===== src/common/tcd_pkg.sv =====
// shared constants of the thermostat command decoder
package tcd_pkg;
    localparam logic [7:0] CMD_READ_TEMP = 8'hAA;
    localparam logic [7:0] CMD_START_A = 8'hEE;
    localparam logic [7:0] CMD_START_B = 8'h51;
    localparam logic [7:0] CMD_STOP = 8'h22;
    localparam logic [7:0] CMD_CONFIG = 8'hAC;
    localparam logic [7:0] CMD_HIGH = 8'hA1;
    localparam logic [7:0] CMD_LOW = 8'hA2;
    localparam logic [7:0] CMD_COUNTER = 8'hA8;
    localparam logic [7:0] CMD_SLOPE = 8'hA9;
    localparam logic [7:0] IDLE_BYTE = 8'hFF;
    localparam logic [7:0] CMD_RST = 8'h00;
    localparam int CFG_SINGLE = 0;
    localparam int CFG_POL = 1;
    localparam int CFG_RES = 2;
    localparam int CFG_NVB = 4;
    localparam int CFG_LOW = 5;
    localparam int CFG_HIGH = 6;
    localparam int CFG_DONE = 7;
    localparam logic SINGLE_RST = 1'b0;
    localparam logic POL_RST = 1'b1;
    localparam logic [1:0] RES_RST = 2'h0;
    localparam logic DONE_RST = 1'b0;
    localparam logic [15:0] THRESH_HIGH_RST = 16'h0000;
    localparam logic [15:0] THRESH_LOW_RST = 16'h0000;
    localparam logic [15:0] RESULT_RST = 16'h0000;
    localparam logic [15:0] TEMP_IN_RST = 16'h0000;
    localparam logic [15:0] RES9_KEEP_N = 16'h007F;
    localparam logic [3:0] ADDR_BASE = 4'h9;
    localparam logic [7:0] SLOPE_DEF = 8'h10;
    localparam logic [2:0] REG_STATUS = 3'h0;
    localparam logic [2:0] REG_MASK = 3'h1;
    localparam logic [2:0] REG_TEMP_IN = 3'h2;
    localparam logic [2:0] REG_CONFIG = 3'h3;
    localparam logic [2:0] REG_THRESH = 3'h4;
    localparam logic [2:0] REG_RESULT = 3'h5;
    localparam int ST_DONE = 0;
    localparam int ST_HIGH = 1;
    localparam int ST_LOW = 2;
    localparam int ST_CMD = 3;
    localparam int ST_W = 4;
    localparam int CLK_HZ = 10_000_000;
    localparam int CONV_TIME_US = 400;
    localparam int NV_WRITE_US = 10_000;
    localparam int CONV_CYCLES_DEF = (CONV_TIME_US * (CLK_HZ / 1_000_000));
    localparam int NV_BUSY_CYCLES_DEF = (NV_WRITE_US * (CLK_HZ / 1_000_000));
endpackage


===== src/hw/tcd_converter.sv =====
// conversion sequencer: one-shot or continuous, resolution-scaled time
`timescale 1ns/100ps
module tcd_converter #(
    parameter int CONV_CYCLES = tcd_pkg::CONV_CYCLES_DEF
) (
    input wire logic clk_sys_i,
    input wire logic resetn_i,
    input wire logic start_i,
    input wire logic stop_i,
    input wire logic single_i,
    input wire logic [1:0] res_i,
    input wire logic [15:0] temp_i,
    output logic busy_o,
    output logic done_o,
    output logic done_pulse_o,
    output logic [15:0] result_o
);
    import tcd_pkg::*;
    logic [23:0] cnt_reg;
    logic run_reg;
    wire [23:0] limit = 24'(CONV_CYCLES) << res_i;
    // >= so a resolution change mid-conversion cannot overrun the count
    wire conv_end = busy_o & (cnt_reg >= limit - 24'h000001);
    wire [15:0] keep_mask = ~(RES9_KEEP_N >> res_i);
    wire run_next = start_i ? ~single_i : (run_reg & ~stop_i);
    always_ff @(posedge clk_sys_i or negedge resetn_i) begin
        if (!resetn_i) begin
            busy_o <= 1'b0;
            done_o <= DONE_RST;
            done_pulse_o <= 1'b0;
            result_o <= RESULT_RST;
            cnt_reg <= 24'h000000;
            run_reg <= 1'b0;
        end else begin
            done_pulse_o <= conv_end;
            run_reg <= run_next;
            if (conv_end) begin
                result_o <= temp_i & keep_mask;
                done_o <= 1'b1;
                cnt_reg <= 24'h000000;
                busy_o <= run_next;
            end else if (start_i && !busy_o) begin
                busy_o <= 1'b1;
                done_o <= 1'b0;
                cnt_reg <= 24'h000000;
            end else if (busy_o) begin
                cnt_reg <= cnt_reg + 24'h000001;
            end
        end
    end
endmodule // tcd_converter


===== src/hw/tcd_link_slave.sv =====
// two-wire byte engine: address match, ack, byte receive and send
`timescale 1ns/100ps
module tcd_link_slave (
    input wire logic clk_sys_i,
    input wire logic resetn_i,
    input wire logic scl_i,
    input wire logic sda_i,
    input wire logic [2:0] addr_sel_i,
    input wire logic [7:0] tx_data_i,
    output logic sda_oe_n_o,
    output logic rx_valid_o,
    output logic rx_first_o,
    output logic [7:0] rx_data_o,
    output logic tx_load_o,
    output logic start_o
);
    import tcd_pkg::*;
    typedef enum logic [2:0] {L_IDLE, L_ADDR, L_ACKA, L_WR, L_ACKW, L_RD,
        L_ACKR} tcd_link_t;
    tcd_link_t state_reg;
    logic scl_m, scl_s, scl_d, sda_m, sda_s, sda_d;
    logic [2:0] addr_m, addr_s;
    logic [7:0] sh_reg;
    logic [3:0] bit_reg;
    logic rw_reg, ack_reg, first_reg;
    wire scl_rise = scl_s & ~scl_d;
    wire scl_fall = ~scl_s & scl_d;
    wire start_c = scl_s & scl_d & sda_d & ~sda_s;
    wire stop_c = scl_s & scl_d & ~sda_d & sda_s;
    wire addr_hit = (sh_reg[7:1] == {ADDR_BASE, addr_s});
    wire last_bit = (bit_reg == 4'h8);
    always_ff @(posedge clk_sys_i or negedge resetn_i) begin
        if (!resetn_i) begin
            {scl_m, scl_s, scl_d, sda_m, sda_s, sda_d} <= 6'h3F;
            {addr_m, addr_s} <= 6'h00;
        end else begin
            {scl_m, scl_s, scl_d} <= {scl_i, scl_m, scl_s};
            {sda_m, sda_s, sda_d} <= {sda_i, sda_m, sda_s};
            {addr_m, addr_s} <= {addr_sel_i, addr_m};
        end
    end
    always_ff @(posedge clk_sys_i or negedge resetn_i) begin
        if (!resetn_i) begin
            state_reg <= L_IDLE;
            {sh_reg, bit_reg, rw_reg, ack_reg, first_reg} <= 15'h0000;
            {rx_valid_o, rx_first_o, tx_load_o, start_o} <= 4'h0;
            rx_data_o <= 8'h00;
            sda_oe_n_o <= 1'b1;
        end else begin
            rx_valid_o <= 1'b0;
            tx_load_o <= 1'b0;
            start_o <= start_c;
            if (start_c) begin
                state_reg <= L_ADDR;
                bit_reg <= 4'h0;
                sda_oe_n_o <= 1'b1;
            end else if (stop_c) begin
                state_reg <= L_IDLE;
                sda_oe_n_o <= 1'b1;
            end else if (scl_rise) begin
                if (state_reg == L_ADDR || state_reg == L_WR) begin
                    sh_reg <= {sh_reg[6:0], sda_s};
                    bit_reg <= bit_reg + 4'h1;
                end
                if (state_reg == L_ACKR)
                    ack_reg <= ~sda_s;
            end else if (scl_fall) begin
                case (state_reg)
                    L_ADDR: if (last_bit) begin
                        rw_reg <= sh_reg[0];
                        sda_oe_n_o <= ~addr_hit;
                        state_reg <= addr_hit ? L_ACKA : L_IDLE;
                    end
                    L_ACKA, L_ACKR: begin
                        if (state_reg == L_ACKA && !rw_reg) begin
                            sda_oe_n_o <= 1'b1;
                            state_reg <= L_WR;
                            bit_reg <= 4'h0;
                            first_reg <= 1'b1;
                        end else if (state_reg == L_ACKA || ack_reg) begin
                            sh_reg <= {tx_data_i[6:0], 1'b0};
                            sda_oe_n_o <= tx_data_i[7];
                            bit_reg <= 4'h1;
                            tx_load_o <= 1'b1;
                            state_reg <= L_RD;
                        end else begin
                            sda_oe_n_o <= 1'b1;
                            state_reg <= L_IDLE;
                        end
                    end
                    L_WR: if (last_bit) begin
                        rx_data_o <= sh_reg;
                        rx_first_o <= first_reg;
                        first_reg <= 1'b0;
                        rx_valid_o <= 1'b1;
                        sda_oe_n_o <= 1'b0;
                        state_reg <= L_ACKW;
                    end
                    L_ACKW: begin
                        sda_oe_n_o <= 1'b1;
                        bit_reg <= 4'h0;
                        state_reg <= L_WR;
                    end
                    L_RD: if (last_bit) begin
                        sda_oe_n_o <= 1'b1;
                        state_reg <= L_ACKR;
                    end else begin
                        sda_oe_n_o <= sh_reg[7];
                        sh_reg <= {sh_reg[6:0], 1'b0};
                        bit_reg <= bit_reg + 4'h1;
                    end
                    default: state_reg <= L_IDLE;
                endcase
            end
        end
    end
endmodule // tcd_link_slave


===== src/hw/tcd_top.sv =====
// thermostat command decoder: command decode, thresholds, alarms, bus
//
// Our own choices: the Avalon-MM register port and the placing of the registers.
`timescale 1ns/100ps
module tcd_top #(
    parameter int VARIANT = 0,
    parameter int CONV_CYCLES = tcd_pkg::CONV_CYCLES_DEF,
    parameter int NV_BUSY_CYCLES = tcd_pkg::NV_BUSY_CYCLES_DEF,
    parameter logic [7:0] SLOPE = tcd_pkg::SLOPE_DEF
) (
    input wire logic clk_sys_i,
    input wire logic resetn_i,
    input wire logic scl_i,
    input wire logic sda_i,
    output logic sda_o,
    output logic sda_oe_n_o,
    input wire logic [2:0] addr_sel_i,
    output logic thermostat_o,
    input wire logic [2:0] avs_address_i,
    input wire logic avs_read_i,
    input wire logic avs_write_i,
    input wire logic [31:0] avs_writedata_i,
    input wire logic [3:0] avs_byteenable_i,
    output logic [31:0] avs_readdata_o,
    output logic avs_waitrequest_o,
    output logic irq_o
);
    import tcd_pkg::*;

    localparam bit VAR_A = (VARIANT == 0);

    // link side
    logic rx_valid, rx_first, tx_load, link_start;
    logic [7:0] rx_data;
    logic [7:0] tx_byte;

    tcd_link_slave u_link (
        .clk_sys_i(clk_sys_i),
        .resetn_i(resetn_i),
        .scl_i(scl_i),
        .sda_i(sda_i),
        .addr_sel_i(addr_sel_i),
        .tx_data_i(tx_byte),
        .sda_oe_n_o(sda_oe_n_o),
        .rx_valid_o(rx_valid),
        .rx_first_o(rx_first),
        .rx_data_o(rx_data),
        .tx_load_o(tx_load),
        .start_o(link_start)
    );

    // command and pointer state
    logic [7:0] cmd_reg;
    logic [1:0] wr_idx_reg;
    logic [1:0] rd_idx_reg;

    // configuration and data
    logic single_reg, pol_reg;
    logic [1:0] res_reg;
    logic high_flag_reg, low_flag_reg;
    logic [15:0] high_reg, low_reg;
    logic [15:0] temp_in_reg;
    logic [23:0] nv_cnt_reg;
    logic active_reg;

    // converter
    logic conv_busy, conv_done, conv_pulse;
    logic [15:0] result;

    // register bus and interrupts
    logic [ST_W-1:0] status_reg, mask_reg;

    // command decode
    wire cmd_byte = rx_valid & rx_first;
    wire data_byte = rx_valid & ~rx_first;
    wire [7:0] start_code = VAR_A ? CMD_START_A : CMD_START_B;
    wire start_conv = cmd_byte & (rx_data == start_code);
    wire stop_conv = cmd_byte & (rx_data == CMD_STOP);
    wire cfg_wr = data_byte & (cmd_reg == CMD_CONFIG)
        & (wr_idx_reg == 2'h0);
    wire high_wr = data_byte & (cmd_reg == CMD_HIGH);
    wire low_wr = data_byte & (cmd_reg == CMD_LOW);
    wire msb_slot = (wr_idx_reg == 2'h0);
    wire lsb_slot = (wr_idx_reg == 2'h1);
    wire nv_write = VAR_A & (cfg_wr | ((high_wr | low_wr)
        & (msb_slot | lsb_slot)));
    wire nonvolatile_busy_bit = VAR_A & (nv_cnt_reg != 24'h000000);

    // thermostat comparisons happen once per finished conversion
    wire over_high = $signed(result) > $signed(high_reg);
    wire under_low = $signed(result) <= $signed(low_reg);
    wire high_set = conv_pulse & over_high;
    wire low_set = conv_pulse & under_low;
    // on the first variant zero written clears, one written leaves the flag; set still wins
    wire high_clr = VAR_A & cfg_wr & ~rx_data[CFG_HIGH];
    wire low_clr = VAR_A & cfg_wr & ~rx_data[CFG_LOW];
    wire high_flag_next = high_set | (high_flag_reg & ~high_clr);
    wire low_flag_next = low_set | (low_flag_reg & ~low_clr);
    wire active_next = over_high & conv_pulse ? 1'b1 :
        (under_low & conv_pulse ? 1'b0 : active_reg);

    // configuration byte as seen on the link
    wire [1:0] res_eff = VAR_A ? 2'h0 : res_reg;
    wire [7:0] cfg_byte = {conv_done, high_flag_reg, low_flag_reg, nonvolatile_busy_bit,
        res_eff, pol_reg, single_reg};

    // read byte selection, advanced by each byte the engine loads
    wire rd_lsb = (rd_idx_reg != 2'h0);
    wire [7:0] counter_byte = SLOPE - {4'h0, result[7:4]};
    wire [7:0] temp_byte = rd_lsb ? result[7:0] : result[15:8];
    wire [7:0] high_byte = rd_lsb ? high_reg[7:0] : high_reg[15:8];
    wire [7:0] low_byte = rd_lsb ? low_reg[7:0] : low_reg[15:8];
    assign tx_byte =
        (cmd_reg == CMD_READ_TEMP) ? temp_byte :
        (cmd_reg == CMD_CONFIG) ? cfg_byte :
        (cmd_reg == CMD_HIGH) ? high_byte :
        (cmd_reg == CMD_LOW) ? low_byte :
        (VAR_A && cmd_reg == CMD_COUNTER) ? counter_byte :
        (VAR_A && cmd_reg == CMD_SLOPE) ? SLOPE :
        IDLE_BYTE;

    tcd_converter #(
        .CONV_CYCLES(CONV_CYCLES)
    ) u_conv (
        .clk_sys_i(clk_sys_i),
        .resetn_i(resetn_i),
        .start_i(start_conv),
        .stop_i(stop_conv),
        .single_i(single_reg),
        .res_i(res_eff),
        .temp_i(temp_in_reg),
        .busy_o(conv_busy),
        .done_o(conv_done),
        .done_pulse_o(conv_pulse),
        .result_o(result)
    );

    // command register and byte pointers
    always_ff @(posedge clk_sys_i or negedge resetn_i) begin
        if (!resetn_i) begin
            cmd_reg <= CMD_RST;
            wr_idx_reg <= 2'h0;
            rd_idx_reg <= 2'h0;
        end else begin
            if (cmd_byte) begin
                cmd_reg <= rx_data;
                wr_idx_reg <= 2'h0;
            end else if (data_byte && wr_idx_reg != 2'h3) begin
                wr_idx_reg <= wr_idx_reg + 2'h1;
            end
            // a repeated start keeps the command, so reads follow it
            if (link_start)
                rd_idx_reg <= 2'h0;
            else if (tx_load && rd_idx_reg != 2'h3)
                rd_idx_reg <= rd_idx_reg + 2'h1;
        end
    end

    // configuration bits
    always_ff @(posedge clk_sys_i or negedge resetn_i) begin
        if (!resetn_i) begin
            single_reg <= SINGLE_RST;
            pol_reg <= POL_RST;
            res_reg <= RES_RST;
        end else if (cfg_wr) begin
            single_reg <= rx_data[CFG_SINGLE];
            pol_reg <= rx_data[CFG_POL];
            res_reg <= rx_data[CFG_RES +: 2];
        end
    end

    // alarm flags: only reset clears them on the second variant
    always_ff @(posedge clk_sys_i or negedge resetn_i) begin
        if (!resetn_i) begin
            high_flag_reg <= 1'b0;
            low_flag_reg <= 1'b0;
        end else begin
            high_flag_reg <= high_flag_next;
            low_flag_reg <= low_flag_next;
        end
    end

    // thresholds, most significant byte first
    always_ff @(posedge clk_sys_i or negedge resetn_i) begin
        if (!resetn_i) begin
            high_reg <= THRESH_HIGH_RST;
            low_reg <= THRESH_LOW_RST;
        end else begin
            if (high_wr && msb_slot)
                high_reg[15:8] <= rx_data;
            if (high_wr && lsb_slot)
                high_reg[7:0] <= rx_data;
            if (low_wr && msb_slot)
                low_reg[15:8] <= rx_data;
            if (low_wr && lsb_slot)
                low_reg[7:0] <= rx_data;
        end
    end

    // nonvolatile write time; writes during it are still accepted
    always_ff @(posedge clk_sys_i or negedge resetn_i) begin
        if (!resetn_i)
            nv_cnt_reg <= 24'h000000;
        else if (nv_write)
            nv_cnt_reg <= 24'(NV_BUSY_CYCLES);
        else if (nv_cnt_reg != 24'h000000)
            nv_cnt_reg <= nv_cnt_reg - 24'h000001;
    end

    // thermostat output with programmable level
    always_ff @(posedge clk_sys_i or negedge resetn_i) begin
        if (!resetn_i) begin
            active_reg <= 1'b0;
            thermostat_o <= ~POL_RST;
            sda_o <= 1'b0;
        end else begin
            active_reg <= active_next;
            thermostat_o <= pol_reg ? active_next : ~active_next;
            sda_o <= 1'b0;
        end
    end

    // register bus: one wait cycle, then the access completes
    wire bus_req = avs_read_i | avs_write_i;
    wire bus_done = bus_req & ~avs_waitrequest_o;
    wire bus_wr = bus_done & avs_write_i;
    wire lane0 = avs_byteenable_i[0];
    wire lane1 = avs_byteenable_i[1];
    wire wr_status = bus_wr & lane0 & (avs_address_i == REG_STATUS);
    wire wr_mask = bus_wr & lane0 & (avs_address_i == REG_MASK);
    wire wr_temp = bus_wr & (avs_address_i == REG_TEMP_IN);
    wire [ST_W-1:0] status_clr = wr_status ? avs_writedata_i[ST_W-1:0]
        : {ST_W{1'b0}};
    wire [ST_W-1:0] events;
    assign events[ST_DONE] = conv_pulse;
    assign events[ST_HIGH] = high_set;
    assign events[ST_LOW] = low_set;
    assign events[ST_CMD] = cmd_byte;
    // an event in the clearing cycle survives the clear
    wire [ST_W-1:0] status_next = events | (status_reg & ~status_clr);
    wire [31:0] rd_mux =
        (avs_address_i == REG_STATUS) ? {28'h0000000, status_reg} :
        (avs_address_i == REG_MASK) ? {28'h0000000, mask_reg} :
        (avs_address_i == REG_TEMP_IN) ? {16'h0000, temp_in_reg} :
        (avs_address_i == REG_CONFIG) ? {15'h0000, conv_busy,
            cmd_reg, cfg_byte} :
        (avs_address_i == REG_THRESH) ? {high_reg, low_reg} :
        (avs_address_i == REG_RESULT) ? {15'h0000, active_reg, result} :
        32'h00000000;

    always_ff @(posedge clk_sys_i or negedge resetn_i) begin
        if (!resetn_i) begin
            avs_waitrequest_o <= 1'b1;
            avs_readdata_o <= 32'h00000000;
        end else begin
            avs_waitrequest_o <= ~(bus_req & avs_waitrequest_o);
            // writes leave the last read word standing
            if (bus_req && avs_waitrequest_o && avs_read_i)
                avs_readdata_o <= rd_mux;
        end
    end

    always_ff @(posedge clk_sys_i or negedge resetn_i) begin
        if (!resetn_i) begin
            status_reg <= {ST_W{1'b0}};
            mask_reg <= {ST_W{1'b0}};
            temp_in_reg <= TEMP_IN_RST;
            irq_o <= 1'b0;
        end else begin
            status_reg <= status_next;
            irq_o <= |(status_next & mask_reg);
            if (wr_mask)
                mask_reg <= avs_writedata_i[ST_W-1:0];
            if (wr_temp && lane0)
                temp_in_reg[7:0] <= avs_writedata_i[7:0];
            if (wr_temp && lane1)
                temp_in_reg[15:8] <= avs_writedata_i[15:8];
        end
    end
endmodule // tcd_top


===== config.mk =====
export PLATFORM = sky130hd
export DESIGN_NAME = tcd_top
export DESIGN_NICKNAME = d
export VERILOG_FILES = /design/src/common/tcd_pkg.sv /design/src/hw/tcd_converter.sv /design/src/hw/tcd_link_slave.sv /design/src/hw/tcd_top.sv
export SDC_FILE = /design/constraint.sdc
export NUM_CORES = 1
export LEC_CHECK = 0
export BUFFER_PORTS_ARGS = -buffer_cell sky130_fd_sc_hd__buf_2
export CAP_MARGIN = 20
export CELL_PAD_IN_SITES_DETAIL_PLACEMENT = 1
export CELL_PAD_IN_SITES_GLOBAL_PLACEMENT = 2
export CORE_MARGIN = 5
export CORE_UTILIZATION = 40
export DETAILED_ROUTE_END_ITERATION = 10
export PLACE_DENSITY = 0.87
export SYNTH_ARGS = -nofsm -noshare
export SYNTH_HDL_FRONTEND = slang
export SYNTH_SLANG_ARGS = --single-unit

===== constraint.sdc =====
create_clock -name clk_sys_i -period 2.7 [get_ports clk_sys_i]
set_clock_uncertainty 0.15 [all_clocks]
set_input_delay 0.54 -clock clk_sys_i [delete_from_list [all_inputs] [get_ports clk_sys_i]]
set_output_delay 0.54 -clock clk_sys_i [all_outputs]
set_load 0.005 [all_outputs]

Yosys cells after proc, flatten, opt, wreduce, memory -nomap -nowiden
Index checks and enable logic that the tools add are counted.
Word-level totals
  output and inout port bits: 37
  logic and storage cells: 280
  flip-flop bits (word level): 212
  input bits: 48
Operators by class
  reduce and logical (&&, ||, !) cells: 42
  $add $sub $neg: 6
  bitwise gates (word level): 59
  magnitude comparators: 3
  equal/unequal tests: 38
  multiplexer cells: 85
Operators with widths (count)
  $mux 32: 5
  $mux 24: 5
  $mux 8: 15
  $eq 8x8->1 const B: 7
  $mux 4: 9
  $and 1x1->1: 31
  $mux 1: 31
  $mux 3: 9
  $add 24x1->24 const B: 1
  $ge 24x12->1 const B: 1
  $reduce_bool 24->1: 1
  $sub 24x1->24 const B: 1
  $not 1->1: 18
  $reduce_and 6->1: 3
  $mux 17: 1
  $gt 16x16->1: 1
  $le 16x16->1: 1
  $pmux 8 s2: 1
  $eq 3x3->1 const B: 5
  $pmux 3 s5: 1
  $reduce_bool 2->1: 7
  $eq 3x2->1 const B: 4
  $logic_and 1x1->1: 12
  $ne 4x1->1 const B: 3
  other kinds (36): 60

Logic depth before layout (Yosys ltp)
Gate-level depths: netlist of run 1.
  depth after elaboration: 14
  gate-level depth with buffers: 9

By module
A second synthesis of run 1 with hierarchy kept.
Second synthesis, totals
  cell total of the unflattened synthesis: 1152
  area, all modules: 12032.8 µm²
By module, submodules not included
  tcd_top: area an instance 7549.7 µm², cells an instance 728, sequential area each 3305.7 µm², times used 1
  tcd_converter: area an instance 2358.5 µm², cells an instance 223, sequential area each 1001.0 µm², times used 1
  tcd_link_slave: area an instance 2124.5 µm², cells an instance 201, sequential area each 1084.8 µm², times used 1

Worst setup path before layout of run 1
OpenSTA, ideal clock, no wires.
  kind: register to register
  from: register rd_idx_reg[0]
  to: register u_link.sda_oe_n_o
  required time: 2457 ps
  stages on the path, launching flop included: 10
  setup slack: 565 ps
  arrival time: 1892 ps
  setup time: 93 ps
  cells stage by stage: dfrtp_1 -> inv_1 -> ha_1 -> buf_2 -> buf_2 -> mux2i_1 -> a22oi_1 -> o21a_1 -> o311ai_0 -> nand3_1
On the way
  word-level cells in the longest chain between the ends: 13
RTL lines
  from (decl): RTL line tcd_top.sv:55  | logic [1:0] rd_idx_reg;
  from (signal assigned): RTL line tcd_top.sv:155  | rd_idx_reg <= rd_idx_reg + 2'h1;
  $reduce_bool 2->1 *: RTL line tcd_top.sv:108  | wire rd_lsb = (rd_idx_reg != 2'h0);
  $mux 8: RTL line tcd_top.sv:112  | wire [7:0] low_byte = rd_lsb ? low_reg[7:0] : low_reg[15:8];
  $mux 8: RTL line tcd_top.sv:117  | (cmd_reg == CMD_LOW) ? low_byte :
  $mux 8: RTL line tcd_top.sv:116  | (cmd_reg == CMD_HIGH) ? high_byte :
  $mux 8: RTL line tcd_top.sv:115  | (cmd_reg == CMD_CONFIG) ? cfg_byte :
  $mux 8 *: RTL line tcd_top.sv:114  | (cmd_reg == CMD_READ_TEMP) ? temp_byte :
  $mux 1 *: RTL line tcd_link_slave.sv:80  | end else if (state_reg == L_ACKA || ack_reg) begin
  $mux 1 *: RTL line tcd_link_slave.sv:75  | if (state_reg == L_ACKA && !rw_reg) begin
  $pmux 1 s5 *: RTL line tcd_link_slave.sv:68  | case (state_reg)
  $mux 1 *: RTL line tcd_link_slave.sv:67  | end else if (scl_fall) begin
  $mux 1 *: RTL line tcd_link_slave.sv:60  | end else if (scl_rise) begin
  $mux 1 *: RTL line tcd_link_slave.sv:57  | end else if (stop_c) begin
  $mux 1 *: RTL line tcd_link_slave.sv:53  | if (start_c) begin
  to (signal assigned): RTL line tcd_link_slave.sv:71  | sda_oe_n_o <= ~addr_hit;
  to (signal assigned): RTL line tcd_link_slave.sv:82  | sda_oe_n_o <= tx_data_i[7];
  to (signal assigned): RTL line tcd_link_slave.sv:108  | sda_oe_n_o <= sh_reg[7];
  to (decl): RTL line tcd_link_slave.sv:10  | output logic sda_oe_n_o,
Every way passes the cells marked *; elsewhere a longest branch is shown, timed or not. The select of a mux whose other input is x is not followed.
A chain may end at the register's enable or synchronous reset.

Worst setup path in the final report of run 1
  from: register u_link.state_reg[0]
  to: register u_link.sh_reg[1]
On the way
  word-level cells in the longest chain between the ends: 5
RTL lines
  from (decl): RTL line tcd_link_slave.sv:20  | tcd_link_t state_reg;
  from (signal assigned): RTL line tcd_link_slave.sv:72  | state_reg <= addr_hit ? L_ACKA : L_IDLE;
  $eq 3x2->1 or $eq 3x3->1 (tied branches): RTL line tcd_link_slave.sv:68, tcd_link_slave.sv:75, tcd_link_slave.sv:80
  $reduce_or 2->1: RTL line tcd_link_slave.sv:68
  $pmux 8 s2: RTL line tcd_link_slave.sv:68
  $mux 8: RTL line tcd_link_slave.sv:67
  $mux 8: RTL line tcd_link_slave.sv:60
  to (signal assigned): RTL line tcd_link_slave.sv:62  | sh_reg <= {sh_reg[6:0], sda_s};
  to (signal assigned): RTL line tcd_link_slave.sv:81  | sh_reg <= {tx_data_i[6:0], 1'b0};
  to (signal assigned): RTL line tcd_link_slave.sv:109  | sh_reg <= {sh_reg[6:0], 1'b0};
  to (decl): RTL line tcd_link_slave.sv:23  | logic [7:0] sh_reg;
Several ways; a longest one is shown, not always the timed one. The select of a mux whose other input is x is not followed.

==> key figures, run 1 <==
Run status
  • Outcome: finished, final reports clean

Yosys
  • Synth cell types: 80
  • Post-synthesis simple-gate area fraction: 0.145
  • Synth Instances: 990
  • Synthesis Warnings: 0
  • Top FF cell, synth: dfrtp_1
  • Syn_area_per_cell: 10.8 um^2
  • Synth Register Bits: 212
  • Syn_nets: about 1.1k
  • Adder-Cell Fraction of Synth Area: 0.0316
  • Sequential fraction of the synthesis area: 0.498
  • EDFF count, synth: 0
  • Largest family of logic cells by synthesized area: compound AO/OA/AOI/OAI gates
  • Mux contribution to synthesized area: 0.121
  • Asr flop ratio synth: 1.00
  • Synth Cell Area: 10,700 um^2
  • XOR/XNOR share of the synthesized area: 0.0205
  • Compound-cell area share of the yosys netlist: 0.149

Clock network
  • Clock Path Buffers: 3
  • Clock transition at path regs: 0.06 ns
  • CTS Buf Count: 25
  • Clock tree sinks: around 210
  • CTS HTree Levels: 1
  • Clock Latency Late Sink: about 0.52 ns
  • Root Buffer: clkbuf_16
  • CTS tree: done

Pwr
  • P_sw: 1.87 mW
  • Pwr Total: 7.71 mW
  • Sw Share: 0.242
  • Int Power: 5.85 mW
  • Flop pwr share: 0.461
  • Clock Power Share: 0.460
  • Peak VDD IR: 0.391 mV
  • PwrDens: just over 600 nW/um^2
  • Leakage power: 5.96 nW
  • Comb pwr share: 0.078

GRT
  • Initial antenna violation count: 0
  • First-pass GRT wire length: 47,800 um
  • Pin count of the biggest net entering global routing: 71
  • GRT overflow: 0
  • Tot GR Track Use: 0.192
  • Number of global-route vias before repair: 8,471

Floorplanning
  • Die area: 30,100 um^2
  • Initial Utilization: 0.408
  • Io pins: 85
  • Site Rows: 59
  • Core Area: approximately 26,000 um^2
  • Die width: about 170 um
  • Die Height: around 170 um

Timing
  • Worst-margin pin slew: between 0.8 and 0.9 ns
  • Final hold vios: 0
  • F_max: 0.416 GHz
  • Slew Viols, Final: 0
  • Setup_tns: 0 ns
  • Final critical-path required period: approximately 2.4 ns
  • Fin Hold WS: 0.0385 ns
  • RSZ-0062 raised after global routing: no
  • Finish-stage setup viols: 0
  • Max transition margin: 0.441
  • Period utilization: 0.890

Drt
  • Total number of vias: 8,225
  • ANT nets after route: 0
  • Wirelength per Cell: 20.5 um
  • Drt drc: 0
  • TritonRoute pass-1 iters: 5
  • Post-Route WL: 29,200 um
  • Number of vias per cell: slightly below 6
  • Drt initial violations: 524

Min path
  • Worst Hold Class: input pin to flop
  • HP Start: avs_read_i
  • Hold Path Depth: 2
  • Worst hold path endpoint: avs_waitrequest_o

Final layout
  • Most frequent cells in the layout: dfrtp_1 (203), mux2_2 (93), nor2_1 (77), buf_2 (64), nand2_1 (59)
  • # diodes: 0
  • Fillers: 2,823
  • Max reg flops: 32
  • Layout area overhead: 16.5%
  • Most common cell after layout, fill and taps aside: dfrtp_1
  • Layout Nets: 1,145
  • Share of layout cells above drive strength 1: 0.240

Job
  • Maxcap violations: 0

Setup path
  • Worst reg-to-reg path cell count: 5
  • Worst R2R Setup Slack: 0.30 ns
  • Cell Chain, Critical Path: nor2b_1 -> a22oi_1 -> o21ai_0 -> nand2_1 -> mux2_2
  • Critical Path End Type: flop
  • CP delay by family, top: flip-flops
  • WS Path Type: flop to flop
  • Data arrival time of the critical path: 2.66 ns
  • CP Launch Type: flop
  • Crit Path Max Fanout: 17
  • Critical Path Max Stage Delay: 0.69 ns
  • R2r endpoint: u_link.sh_reg[1]
  • Worst EP required: 2.95 ns
  • Crit-path slowest cell: dfrtp_1
  • Crit path buffers/inverters: 0
  • RR Startpoint: u_link.state_reg[0]

Place
  • Detailed Place HPWL: 21,200 um
  • GP Congestion: between 0.8 and 0.9
  • Port Buffers: 65
-- per-stage QoR --
| stage | setup WS (ns) | instances | util | area (um^2) |
|---|---|---|---|---|
| after global placement | 0.353 | 1372 | 0.439 | 11500 |
| after CTS | 0.278 | 1423 | 0.475 | 12400 |
| after detailed placement | 0.294 | 1372 | 0.439 | 11500 |
| final | 0.297 | 1423 | 0.475 | 12400 |
| after floorplan | 0.565 | 990 | - | 10700 |
| after global routing | 0.106 | 1423 | 0.475 | 12400 |
-- Yosys cell counts, types with 10 or more instances --
cell type,number,area share
nand2_1,59,0.021
a221oi_1,10,0.0082
buf_2,12,0.0056
nand3_1,27,0.013
a22oi_1,23,0.016
mux2i_1,24,0.022
ha_1,27,0.032
dfrtp_1,203,0.48
nor3_1,14,0.0066
xnor2_1,16,0.013
o21ai_0,38,0.018
a211oi_1,11,0.0077
nor4_1,14,0.0082
nor2_1,77,0.027
clkbuf_1,33,0.012
a31oi_1,13,0.0076
a22o_1,17,0.014
inv_1,44,0.015
a21oi_1,38,0.018
a21o_1,10,0.0070
nor2b_1,13,0.0076
mux2_2,93,0.098
-- metal layers --
layer | up-vias | track usage | wire length, um
met4 | 0 | 0.0372 | 548
met3 | 42 | 0.0275 | 1210
met2 | 156 | 0.315 | 13900
li1 | 3810 | - | -
met5 | - | 0 | 0
met1 | 4217 | 0.273 | 13500
-- how the worst max path moves through the flow --
stage                   startpoint           endpoint  slack [ns]  cells after the start
6_report       u_link.state_reg[0]   u_link.sh_reg[1]        0.30                      5
5_1_grt              nv_cnt_reg[6]     nv_cnt_reg[23]        0.11                      5
4_1_cts              nv_cnt_reg[6]     nv_cnt_reg[21]        0.28                      5
3_5_place_dp         nv_cnt_reg[6]     nv_cnt_reg[21]        0.29                      5
3_3_place_gp   u_link.state_reg[0]   u_link.sh_reg[6]        0.35                      5
2_1_floorplan        rd_idx_reg[0]  u_link.sda_oe_n_o        0.56                      9
-- power by group through the flow --
stage,clock network (mW),logic (mW),registers [mW]
finish,3.55,0.606,3.56
detailed placement,0,0.605,3.62
CTS,3.63,0.617,3.56
floorplan,0,0.373,3.54
global placement,0,0.584,3.60
global route,3.78,0.684,3.58
-- cell families after synthesis --
group                      after synthesis
xor gates and xnor gates                25
buffers and inverters                   93
AOI/OAI and AO/OA                      227
and+or+nand+nor                        288
DFF                                    212
muxes                                  117
adders and majority gates               27
other                                    1
-- what timing repair did --
action | 4_1_cts | 5_1_grt
hold buffers | 6 | 0
hold endpoints to repair | 64 | 0
resized for setup | 0 | 0
setup buffers | 0 | 0
-- cell type report --
class	instances	area, um^2	share of cell area
clock buffer	33	696	0.0559
clock inverter	12	174	0.0140
inverter	44	165	0.0133
multi-input combinational	685	5000	0.402
sequential	212	5320	0.427
tap	335	419	0.0337
timing repair buffer	102	678	0.0545
(Power assumes the default switching activity.)
==> inputs of run 2 (changes only) <==
--- a/config.mk
+++ b/config.mk
@@ -11,2 +11,3 @@
 export CELL_PAD_IN_SITES_GLOBAL_PLACEMENT = 2
+export CORE_ASPECT_RATIO = 0.5
 export CORE_MARGIN = 5
--- a/constraint.sdc
+++ b/constraint.sdc
@@ -4,2 +4,2 @@
 set_output_delay 0.54 -clock clk_sys_i [all_outputs]
-set_load 0.005 [all_outputs]
+set_load 0.1 [all_outputs]
==> run 2 against run 1 <==
  * Via count increased by 0.91%
  * Global-route usage increased by 0.91 points
  * Cell count increased by 1.2%
  * Design area decreased by 0.23%
==> key figures, run 2 (same netlist as run 1, synthesis figures left out) <==
Pwr
  • Pwr Total: 7.69 mW (-0.35%)
  • Peak VDD IR: 0.336 mV (-14%)
  • Leakage power: 5.95 nW (-0.17%)
  • PwrDens: 619 nW/um^2 (-0.12%)

Clock network
  • CTS Buf Count: 22 (-12%)
  • Post-CTS Setup Inserts: 0 (unchanged)
  • CTS HTree Levels: 1 (unchanged)
  • Clock transition at path regs: 0.07 ns (about the same)
  • Clock Path Buffers: 3 (unchanged)
  • CTS tree: done
  • Clock Latency Late Sink: 0.53 ns (about the same)
  • Clock tree sinks: 212 (unchanged)
  • Root Buffer: clkbuf_16

GRT
  • Tot GR Track Use: 0.201 (+0.00907)
  • Initial antenna violation count: 0 (unchanged)
  • First-pass GRT wire length: 49,000 um (+2.5%)
  • Number of global-route vias before repair: 8,649 (+2.1%)
  • Pin count of the biggest net entering global routing: 64 (-9.9%)
  • GRT overflow: 0 (unchanged)

Timing
  • Period utilization: 0.920 (+0.0306)
  • Post-layout worst setup margin: 0.215 ns (-0.0826 ns)
  • Slew Viols, Final: 0 (unchanged)
  • Max transition margin: 0.578 (+0.137)
  • F_max: 0.402 GHz (-3.3%)
  • Worst-margin pin slew: 0.628 ns (-0.202 ns)
  • RSZ-0062 raised after global routing: no
  • Final critical-path required period: 2.49 ns (+0.0826 ns)
  • Final hold vios: 0 (unchanged)
  • Setup_tns: 0 ns (unchanged)
  • Fin Hold WS: 0.0339 ns (-0.00459 ns)
  • Finish-stage setup viols: 0 (unchanged)

Setup path
  • Data arrival time of the critical path: 2.73 ns (+0.07 ns)
  • Crit-path slowest cell: ha_1
  • Worst R2R Setup Slack: 0.21 ns (-0.08 ns)
  • Setup crit start: rd_idx_reg[0]
  • Critical Path End Type: flop
  • Cell Chain, Critical Path: inv_1 -> ha_1 -> buf_12 -> mux2i_1 -> a22oi_1 -> o21ai_0 -> a21oi_1 -> mux2_2
  • CP Launch Type: flop
  • Crit Path Max Fanout: 11 (-6)
  • RR Startpoint: rd_idx_reg[0]
  • Critical Path Max Stage Delay: 0.46 ns (-0.23 ns)
  • WS Path Type: flop to flop
  • Worst EP required: 2.95 ns (about the same)

Min path
  • Worst Hold Class: input pin to flop
  • HP Start: avs_read_i

Drt
  • Drt initial violations: 550 (+5.0%)
  • Met3 WL: 1510 um (+24%)
  • Post-Route WL: 30,300 um (+4.0%)
  • TritonRoute pass-1 iters: 5 (unchanged)
  • Number of vias per cell: 5.76 (-0.28%)
  • Drt drc: 0 (unchanged)
  • ANT nets after route: 0 (unchanged)
  • Total number of vias: 8,300 (+0.91%)
  • Met1 wire length: 14,300 um (+5.3%)
  • Met2 Routed Length: 13,800 um (-0.28%)
  • Wirelength per Cell: 21.1 um (+2.8%)
  • Top sig layer: met4

Final layout
  • Layout Nets: 1,147 (+0.17%)
  • Max reg flops: 32 (unchanged)
  • Most common cell after layout, fill and taps aside: dfrtp_1
  • Most frequent cells in the layout: dfrtp_1 (203), mux2_2 (93), nor2_1 (77), buf_2 (64), nand2_1 (59)
  • Layout area overhead: 16.2%
  • Share of layout cells above drive strength 1: 0.240 (unchanged)
  • Core Util, Final: 0.471 (-0.00422)
  • # diodes: 0 (unchanged)

Place
  • Pre-CTS setup slack: 0.243 ns (-0.0511 ns)
  • Port Buffers: 65 (unchanged)
  • GP Congestion: 0.886 (+3.6%)
  • Detailed Place HPWL: 22,000 um (+3.7%)

Floorplanning
  • Io pins: 85 (unchanged)
  • Site Rows: 42 (-29%)
  • Die area: 30,300 um^2 (+0.66%)
  • Die width: 241 um (+39%)
  • Die Height: 126 um (-28%)
  • Core Area: 26,400 um^2 (+0.66%)
  • Initial Utilization: 0.405 (-0.00269)

Job
  • Maxcap violations: 0 (unchanged)

Run status
  • Outcome: finished, final reports clean
-- run 2: worst max-delay path: cells and delay by family (launching register included) --
family,cells,cell delay (ns)
adder cells (fa/ha/maj),1,0.46
multiplexers,2,0.53
flip-flops,1,0.42
AO/OA/AOI/OAI,3,0.50
buffers and inverters,2,0.29
-- run 2: layout make-up --
type	count	area [um^2]
fillers	2898	14000
flip-flops and latches	212	5320
multi-input cells	685	5000
repair buffers	107	727
clock buffers	30	632
well taps	352	440
inverters	44	165
clock inverters	10	139
-- run 2: worst paths after layout --
kind / cells past startpoint / to
max: 8 / u_link.sh_reg[2]
min: 2 / avs_waitrequest_o
max reg2reg: 8 / u_link.sh_reg[2]
min reg2reg: 0 / u_link.scl_s
max in group asynchronous: 3 / avs_waitrequest_o
min in group asynchronous: 2 / u_link.state_reg[0]
-- run 2: per-stage QoR --
step / area, um^2 / cells
floorplan: 10700 / 990
global placement: 11600 / 1394
detailed placement: 11600 / 1394
CTS: 12400 / 1440
global route: 12400 / 1440
finish: 12400 / 1440
-- run 2: where the power goes --
group | internal (mW) | switching, mW
Clock | 1.94 | 1.34
Sequential | 3.37 | 0.183
Combinational | 0.281 | 0.575
-- run 2: routing by layer --
layer	vias up	track usage
met3	49	0.0343
met1	4240	0.289
met2	187	0.318
met5	-	0
li1	3824	-
met4	0	0.0487
-- run 2: timing repair --
item                                   4_1_cts  5_1_grt
hold buffers                                 6        0
endpoints found under the hold margin       57        0
gates resized for setup                      0        0
